[src/rtl/sprq_defines.svh]
// register map, field positions, masks and reset values of the slip irq block
//
// Functional notes
// - Enable bit 7 passes the transmit buffer-full event to the interrupt.
// - Enable bit 6 passes the transmit buffer-empty event to the interrupt.
// - Enable bit 5 passes the transmit slip event to the interrupt.
// - Enable bit 2 passes the receive buffer-full event to the interrupt.
// - Enable bit 1 passes the receive buffer-empty event to the interrupt.
// - Enable bit 0 passes the receive slip event to the interrupt.
// - Pattern status bit 7 reads the live auxiliary pattern detect state.
// - A change of the auxiliary pattern state sets bit 6 and interrupts.
// - Pattern status bit 5 reads the live CRC-4 interworking state.
// - A change of the interworking state sets bit 4 and interrupts.
// - A buffer overflow that discards a frame reports the full event.
// - A buffer underflow that repeats a frame reports the empty event.
// - A full or empty event in a direction also reports that slip event.
`ifndef SPRQ_DEFINES_SVH
`define SPRQ_DEFINES_SVH

// register indexes; byte address is four times the index
`define SPRQ_IDX_SLIP_STATUS 10'h008
`define SPRQ_IDX_SLIP_IE 10'h009
`define SPRQ_IDX_PAT_STATUS 10'h00a
`define SPRQ_IDX_PAT_IE 10'h00b

// slip status and slip enable bit positions
`define SPRQ_B_TX_FULL 7
`define SPRQ_B_TX_EMPTY 6
`define SPRQ_B_TX_SLIP 5
`define SPRQ_B_RX_FULL 2
`define SPRQ_B_RX_EMPTY 1
`define SPRQ_B_RX_SLIP 0

// receive pattern status bit positions
`define SPRQ_B_AUX_STATE 7
`define SPRQ_B_AUX_CHG 6
`define SPRQ_B_CRC_STATE 5
`define SPRQ_B_CRC_CHG 4

// writable and sticky masks
`define SPRQ_SLIP_MASK 8'he7
`define SPRQ_PAT_MASK 8'h50

// reset values
`define SPRQ_RST_SLIP_IE 8'h00
`define SPRQ_RST_SLIP_ST 8'h00
`define SPRQ_RST_PAT_IE 8'h00

`endif

[src/rtl/sprq_pkg.sv]
// types of the slip and receive pattern interrupt block
package sprq_pkg;

    // apb answer sequencer, one-hot
    typedef enum logic [1:0] {
        SPRQ_ST_IDLE = 2'b01,
        SPRQ_ST_ANS = 2'b10
    } sprq_apb_st_t;

    // whole state of the main module
    typedef struct packed {
        sprq_apb_st_t fsm;
        logic pready;
        logic pslverr;
        logic [31:0] prdata;
        logic irq;
        logic [7:0] slip_ie;
        logic [7:0] slip_st;
        logic [7:0] pat_ie;
        logic aux_state;
        logic aux_chg;
        logic crc_state;
        logic crc_chg;
    } sprq_state_t;

    // state of the two-stage synchroniser
    typedef struct packed {
        logic [1:0] meta;
        logic [1:0] sync;
    } sprq_sync_t;

endpackage : sprq_pkg

[src/rtl/sprq_sync.sv]
// two flip-flop synchroniser for the detector state levels
`timescale 1ns/10ps
`default_nettype none

module sprq_sync
    import sprq_pkg::*;
(
    input wire logic clk_sys,
    input wire logic rst_n,
    input wire logic [1:0] din,
    output logic [1:0] dout
);

    sprq_sync_t s;
    sprq_sync_t next_s;

    // meta feeds only the second stage
    always_comb begin
        next_s = s;
        next_s.meta = din;
        next_s.sync = s.meta;
    end

    always_ff @(posedge clk_sys or negedge rst_n) begin
        if (!rst_n) begin
            s <= '0;
        end else begin
            s <= next_s;
        end
    end

    assign dout = s.sync;

endmodule : sprq_sync

`default_nettype wire

[src/rtl/sprq_top.sv]
// slip buffer and receive pattern interrupt registers behind an apb slave
//
// Local design decision: register access over APB.
`timescale 1ns/10ps
`default_nettype none
`include "sprq_defines.svh"

module sprq_top
    import sprq_pkg::*;
(
    input wire logic clk_sys,
    input wire logic rst_n,
    // apb slave
    input wire logic psel,
    input wire logic penable,
    input wire logic pwrite,
    input wire logic [11:0] paddr,
    input wire logic [31:0] pwdata,
    output logic [31:0] prdata,
    output logic pready,
    output logic pslverr,
    // one-cycle events from the slip buffers, same clock
    input wire logic tx_overflow,
    input wire logic tx_underflow,
    input wire logic rx_overflow,
    input wire logic rx_underflow,
    // detector levels from the receive line side, asynchronous
    input wire logic auxiliary_pattern_in,
    input wire logic crc4_interwork_in,
    // channel interrupt, active high level
    output logic irq
);

    sprq_state_t s;
    sprq_state_t next_s;
    logic [1:0] det_sync;
    logic aux_s;
    logic crc_s;
    logic [7:0] slip_evt;

    // true when the word address matches a register index and the two low address bits are zero
    function automatic logic reg_sel(input logic [11:0] addr,
                                     input logic [9:0] idx);
        reg_sel = (addr[11:2] == idx) && (addr[1:0] == 2'b00);
    endfunction : reg_sel

    // true when any register is addressed
    function automatic logic reg_hit(input logic [11:0] addr);
        reg_hit = reg_sel(addr, `SPRQ_IDX_SLIP_STATUS)
            || reg_sel(addr, `SPRQ_IDX_SLIP_IE)
            || reg_sel(addr, `SPRQ_IDX_PAT_STATUS)
            || reg_sel(addr, `SPRQ_IDX_PAT_IE);
    endfunction : reg_hit

    // interrupt term for a given flag and enable set
    function automatic logic irq_term(input sprq_state_t st);
        logic [7:0] pat_flags;
        pat_flags = 8'h00;
        pat_flags[`SPRQ_B_AUX_CHG] = st.aux_chg;
        pat_flags[`SPRQ_B_CRC_CHG] = st.crc_chg;
        irq_term = (|(st.slip_st & st.slip_ie))
            || (|(pat_flags & st.pat_ie));
    endfunction : irq_term

    // detector levels cross in through two flops each
    sprq_sync u_det_sync (
        .clk_sys(clk_sys),
        .rst_n(rst_n),
        .din({crc4_interwork_in, auxiliary_pattern_in}),
        .dout(det_sync)
    );

    assign aux_s = det_sync[0];
    assign crc_s = det_sync[1];

    // slip follows either full or empty in the same direction
    always_comb begin
        slip_evt = 8'h00;
        slip_evt[`SPRQ_B_TX_FULL] = tx_overflow;
        slip_evt[`SPRQ_B_TX_EMPTY] = tx_underflow;
        slip_evt[`SPRQ_B_TX_SLIP] = tx_overflow | tx_underflow;
        slip_evt[`SPRQ_B_RX_FULL] = rx_overflow;
        slip_evt[`SPRQ_B_RX_EMPTY] = rx_underflow;
        slip_evt[`SPRQ_B_RX_SLIP] = rx_overflow | rx_underflow;
    end

    // next state: bus answer, register writes, flag set and clear
    always_comb begin
        logic done;
        logic hit;
        logic [7:0] rd_val;
        logic [7:0] wd;
        logic [7:0] slip_clr;
        logic pat_aux_clr;
        logic pat_crc_clr;
        next_s = s;
        done = 1'b0;
        hit = reg_hit(paddr);
        rd_val = 8'h00;
        wd = pwdata[7:0];
        slip_clr = 8'h00;
        pat_aux_clr = 1'b0;
        pat_crc_clr = 1'b0;

        // read value, snapped when the answer is prepared
        if (reg_sel(paddr, `SPRQ_IDX_SLIP_STATUS)) begin
            rd_val = s.slip_st;
        end else if (reg_sel(paddr, `SPRQ_IDX_SLIP_IE)) begin
            rd_val = s.slip_ie;
        end else if (reg_sel(paddr, `SPRQ_IDX_PAT_STATUS)) begin
            rd_val[`SPRQ_B_AUX_STATE] = s.aux_state;
            rd_val[`SPRQ_B_AUX_CHG] = s.aux_chg;
            rd_val[`SPRQ_B_CRC_STATE] = s.crc_state;
            rd_val[`SPRQ_B_CRC_CHG] = s.crc_chg;
        end else if (reg_sel(paddr, `SPRQ_IDX_PAT_IE)) begin
            rd_val = s.pat_ie;
        end

        // one wait state, then pready for one cycle
        case (s.fsm)
            SPRQ_ST_IDLE: begin
                if (psel && penable) begin
                    next_s.fsm = SPRQ_ST_ANS;
                    next_s.pready = 1'b1;
                    next_s.pslverr = !hit;
                    next_s.prdata = (pwrite || !hit) ? 32'h0000_0000
                                                     : {24'h00_0000, rd_val};
                end
            end
            SPRQ_ST_ANS: begin
                done = psel && penable;
                next_s.fsm = SPRQ_ST_IDLE;
                next_s.pready = 1'b0;
                next_s.pslverr = 1'b0;
                next_s.prdata = 32'h0000_0000;
            end
            default: begin
                next_s.fsm = SPRQ_ST_IDLE;
                next_s.pready = 1'b0;
                next_s.pslverr = 1'b0;
                next_s.prdata = 32'h0000_0000;
            end
        endcase

        // writes take effect at the edge that samples pready high
        if (done && pwrite) begin
            if (reg_sel(paddr, `SPRQ_IDX_SLIP_IE)) begin
                next_s.slip_ie = wd & `SPRQ_SLIP_MASK;
            end
            if (reg_sel(paddr, `SPRQ_IDX_PAT_IE)) begin
                next_s.pat_ie = wd & `SPRQ_PAT_MASK;
            end
            if (reg_sel(paddr, `SPRQ_IDX_SLIP_STATUS)) begin
                slip_clr = wd & `SPRQ_SLIP_MASK;
            end
            if (reg_sel(paddr, `SPRQ_IDX_PAT_STATUS)) begin
                pat_aux_clr = wd[`SPRQ_B_AUX_CHG];
                pat_crc_clr = wd[`SPRQ_B_CRC_CHG];
            end
        end

        // a read clears only the bits it returned, so a flag set
        // during the wait state is never lost unseen
        if (done && !pwrite) begin
            if (reg_sel(paddr, `SPRQ_IDX_SLIP_STATUS)) begin
                slip_clr = s.prdata[7:0] & `SPRQ_SLIP_MASK;
            end
            if (reg_sel(paddr, `SPRQ_IDX_PAT_STATUS)) begin
                pat_aux_clr = s.prdata[`SPRQ_B_AUX_CHG];
                pat_crc_clr = s.prdata[`SPRQ_B_CRC_CHG];
            end
        end

        // sticky flags: a new event wins over a clear in the same cycle
        next_s.slip_st = (s.slip_st & ~slip_clr) | slip_evt;
        next_s.aux_state = aux_s;
        next_s.crc_state = crc_s;
        next_s.aux_chg = (s.aux_chg && !pat_aux_clr)
            || (aux_s != s.aux_state);
        next_s.crc_chg = (s.crc_chg && !pat_crc_clr)
            || (crc_s != s.crc_state);

        // level interrupt from the flags and enables of the next cycle
        next_s.irq = irq_term(next_s);
    end

    // all state in one register; constant reset values only
    always_ff @(posedge clk_sys or negedge rst_n) begin
        if (!rst_n) begin
            s <= '{fsm: SPRQ_ST_IDLE, slip_ie: `SPRQ_RST_SLIP_IE,
                   slip_st: `SPRQ_RST_SLIP_ST, pat_ie: `SPRQ_RST_PAT_IE,
                   default: '0};
        end else begin
            s <= next_s;
        end
    end

    // outputs straight from the state register
    assign prdata = s.prdata;
    assign pready = s.pready;
    assign pslverr = s.pslverr;
    assign irq = s.irq;
endmodule : sprq_top

`default_nettype wire
[config.mk]
export PLATFORM = sky130hd
export DESIGN_NAME = sprq_top
export DESIGN_NICKNAME = d
export VERILOG_FILES = /design/src/rtl/sprq_pkg.sv /design/src/rtl/sprq_sync.sv /design/src/rtl/sprq_top.sv
export VERILOG_INCLUDE_DIRS = /design/src /design/src/rtl
export SDC_FILE = /design/constraint.sdc
export NUM_CORES = 1
export LEC_CHECK = 0
export ABC_AREA = 1
export CORE_ASPECT_RATIO = 0.7
export CORE_UTILIZATION = 63
export CTS_CLUSTER_SIZE = 20
export DETAILED_ROUTE_END_ITERATION = 8
export DONT_BUFFER_PORTS = 1
export PLACE_DENSITY = 0.79
export SYNTH_ARGS = -nofsm -noshare
export SYNTH_HDL_FRONTEND = slang
export SYNTH_HIERARCHICAL = 1
export SYNTH_SLANG_ARGS = --single-unit
[constraint.sdc]
create_clock -name clk_sys -period 3.2 [get_ports clk_sys]
set_clock_uncertainty 0.15 [all_clocks]
set_input_delay 0.16 -clock clk_sys [delete_from_list [all_inputs] [get_ports clk_sys]]
set_output_delay 0.16 -clock clk_sys [all_outputs]
set_load 0.02 [all_outputs]
# Yosys cells after proc, flatten, opt, wreduce, memory -nomap -nowiden
# Cells that the tools add are included.
dict set report word_totals {
  register_bits 69
  inputBits 55
  out_inout_bits 35
  wordCells 78
}
dict set report classes {
  eq_ne 9
  n_mux 25
  bitwise 7
  n_reduce_logical 23
}
# operator n
set op_table {}
lappend op_table {{$mux 8} 12}
lappend op_table {{$mux 36} 2}
lappend op_table {{$eq 10x4->1 const B} 4}
lappend op_table {{$and 8x8->8} 2}
lappend op_table {{$reduce_or 8->1} 2}
lappend op_table {{$logic_and 1x1->1} 9}
lappend op_table {{$mux 1} 9}
lappend op_table {{$and 7x8->8} 1}
lappend op_table {{$mux 4} 2}
lappend op_table {{$not 8->8} 1}
lappend op_table {{$or 8x8->8} 1}
lappend op_table {{$logic_or 1x1->1} 7}
lappend op_table {{$logic_not 1->1} 4}
lappend op_table {{$eq 2x1->1 const B} 1}
lappend op_table {{$eq 2x2->1 const B} 1}
lappend op_table {{$logic_not 2->1} 1}
lappend op_table {{$ne 1x1->1} 2}
lappend op_table {{$ne 2x2->1 const B} 1}
lappend op_table {{$or 1x1->1} 2}

# Longest topological paths before layout
dict set report logic_depth {
  ltp_word 12
  ltp_mapped 13
  mapped_depth_nobuf 12
}

# By module
# Netlist, hierarchy kept.
# module instances cells_each area_each_um2 seq_area_each_um2
set by_module_without_submodules {}
lappend by_module_without_submodules {sprq_top 1 258 1809.2 726.9}
lappend by_module_without_submodules {sprq_sync 1 4 100.1 100.1}

# Least setup slack after synthesis
# OpenSTA, ideal clock, no wires.
dict set report synth_timing {
  path_kind {reg2reg}
  start {register s[64] (netlist bit)}
  end {register s (netlist bit irq)}
  setup_ns 0.119
  arrival_ns 1.429
  t_required_ns 2.931
  path_slack_ns 1.503
  path_stages_with_launch 13
  n_path_buf 1
  synth_period_minus_slack_ns 1.697
  path_cell_list {dfrtp_1 -> nand2_1 -> nor2_1 -> buf_4 -> nand3_1 -> nand2_1 -> nand2_1 -> nand2_1 -> nand2_1 -> nand2_1 -> nand2_1 -> nor2_1 -> nand2_1}
}
# element line_no
set synth_rtl {}
lappend synth_rtl {{from (decl)} sprq_top.sv:34} ;# sprq_state_t s;
lappend synth_rtl {{from (signal assigned)} sprq_top.sv:190} ;# s <= '{fsm: SPRQ_ST_IDLE, slip_ie: `SPRQ_RST_SLIP_IE,
lappend synth_rtl {{from (signal assigned)} sprq_top.sv:194} ;# s <= next_s;

==> results.toml <==
[power_and_ir_drop]
p_per_area_nw_per_um2 = 453
peakVddDrop_v = 0.000370
switching_share = 0.280
leakagePower_nw = 1.12
p_clk_frac = 0.360
p_sw_mw = 0.260
power_frac_comb = 0.134
seqPwrFrac = 0.506
p_int_mw = 0.671

[logic_synthesis]
yosysSeqAreaShare = 0.433
synthesis.area_sq_um = 1910
synth_cell_types = 21
synth_top_area_frac = 0.419
yosysTopAreaCell = "dfrtp_1"
netlist_top_cells_area = "dfrtp_1, nand2_1, buf_4"
synth_seq_cells = 33
syn_area_per_cell_sq_um = 7.29
yosysWarnings = 6
postSynthCellCount = 262

[job]
maxCapViolCount = 0

[cts]
cts_root_buf = "clkbuf_8"
numCtsBuffers = 5
clk_pin_slew_ps = 60
clock_latency_ps = 280
max-clock-path-buffers = 2
cts_sinks = 33
htree_num_levels = 2
cts_tree = "done"

[timing]
finalCriticalPeriod_ps = 2350
period_share = 0.735
worstMarginPinSlew_ps = 794
rsz0062_at_grt = "no"
tns_ps = 0
setup_viol = 0
timing.final.hold_violations = 0
holdWs_ps = 24.1
slew_headroom = 0.469
slew_violations = 0
fmax_ghz = 0.425

[die]
start_util = 0.672
die_h_um = 48.1
dieArea_sq_um = 3260
fp.dieW_um = 67.8
pin_count = 90
num_rows = 16
core-area_sq_um = 2840

[routing]
drtIter0Drc = 90
wl_per_cell_um = 12.4
drtAntennaViolNets = 0
wirelength_um = 3870
viasPerCell = 4.94
drc = 0
vias = 1537
firstDrtPassIters = 4

[global_route]
antenna_found_initial = 0
gr-total-overflow = 0
grt_pass1_wl_um = 5660
grt_usage = 0.254
grt_pass1_vias = 1256
grt_max_degree = 34

[outcome]
status = "complete, no violations"

[final_layout]
area_growth_syn_to_layout_pct = 7.54
layout-drive-gt1-share = 0.0691
nNetsFinal = 329
diodes = 0

[critical_path]
startpoint_type = "flip-flop"
worstPathRequired_ps = 3220
worst_setup_path_end_kind = "flip-flop"
crit_fanout = 13
worst-setup-path-type = "flip-flop to flip-flop"
critPathArrivalTime_ps = 2370

[placed_design]
place_congestion = 0.854
place.detailed.hpwl_um = 2810
io_buffers = 0

[worst_hold_path]
hp-class = "input pin to flip-flop"
cell usage in the layout, fill, tap and decap left out, types with 2 or more instances in the layout:
cell type	n
a22o_1	2
clkbuf_8	7
conb_1	25
dfrtp_1	32
dlygate4sd3_1	14
inv_1	20
inv_2	3
nand2_1	105
nand2_2	3
nand3_1	21
nor2_1	22
nor3_1	3
o21ai_0	5
o22ai_1	3
xnor2_1	2
power by group through the flow:
| stage | clock network (mW) | logic (mW) | registers [mW] |
|---|---|---|---|
| after floorplan | 0 | 0.112 | 0.475 |
| after global placement | 0 | 0.0979 | 0.478 |
| after detailed placement | 0 | 0.0993 | 0.479 |
| after CTS | 0.344 | 0.125 | 0.471 |
| after global routing | 0.364 | 0.144 | 0.474 |
| final | 0.335 | 0.125 | 0.471 |
synthesized netlist by cell type, drive strengths merged:
master / number
nor3: 4
o22ai: 3
a22o: 2
dfrtp: 32
a21oi: 1
nor2: 24
nand4: 1
nand2: 108
inv: 23
conb: 1
o21ai: 5
buf: 34
nand3: 21
dfstp: 1
xnor2: 2
final timing paths:
path / endpoint / startpoint / slack [ps] / cells after the start
hold reg to reg: u_det_sync/dout[1]$_DFF_PN0_ / u_det_sync/next_s[1]$_DFF_PN0_ / 200 / 0
hold / removal: s[0]$_DFF_PN0_ / pwdata[4] / 20 / 5
setup reg to reg: irq$_DFF_PN0_ / s[64]$_DFFE_PN0P_ / 850 / 11
max in group asynchronous: s[63]$_DFFE_PN1P_ / rst_n / 2500 / 2
setup / recovery: irq$_DFF_PN0_ / s[64]$_DFFE_PN0P_ / 850 / 11
min in group asynchronous: prdata[2]$_DFFE_PN0P_ / rst_n / 160 / 2
registers in the layout, summed over array words and instances, names as in the netlist:
signal,flops
irq,1
prdata,7
pslverr,1
s,20
u_det_sync/dout,2
u_det_sync/next_s,2
kinds of logic after synthesis:
kind of cell    share of synthesized area
compound gates                     0.0347
xor+xnor                          0.00918
buf+inv                             0.178
other cells                       0.00196
simple gates                        0.343
flops                               0.433
layer usage:
metal / GRT usage / routed length (um) / vias to the layer above
met5: 0 / 0 / -
met4: 0.0917 / 48 / 0
met3: 0.0833 / 322 / 7
met2: 0.388 / 1810 / 68
met1: 0.342 / 1690 / 686
li1: - / - / 776
repair_timing:
item / 4_1_cts / 5_1_grt
hold endpoints to repair: 49 / 0
gates resized for setup: 0 / 0
hold buffers: 15 / 0
buffers inserted: 0 / 0
layout make-up:
cell class	count	area, sq um
repair buffers	15	160
fillers	251	790
flip-flops and latches	33	827
clock inverters	1	5.00
inverters	23	86.3
clock buffers	7	96.3
well taps	36	45.0
multi-input cells	196	833
critical path, cell delays in order, from the launching register on:
cell and delay, ps:
dfrtp_1 470, nand2_1 150, nor2_1 630, nand3_1 210
nand2_1 150, nand2_1 60, nand2_1 100, nand2_1 70
nand2_1 60, nand2_1 50, nor2_1 90, nand2_1 60
metrics by stage:
| step | utilization | instances | instance area (sq um) | worst slack [ps] | total power [mW] |
|---|---|---|---|---|---|
| 2_1_floorplan | - | 286 | 2000 | 1500 | 0.587 |
| 3_3_place_gp | 0.630 | 288 | 1790 | 897 | 0.576 |
| 3_5_place_dp | 0.630 | 288 | 1790 | 887 | 0.578 |
| 4_1_cts | 0.722 | 311 | 2050 | 842 | 0.940 |
| 5_1_grt | 0.722 | 311 | 2050 | 633 | 0.982 |
| 6_report | 0.722 | 311 | 2050 | 847 | 0.931 |
Note: power is estimated with default switching activity, not from simulation.
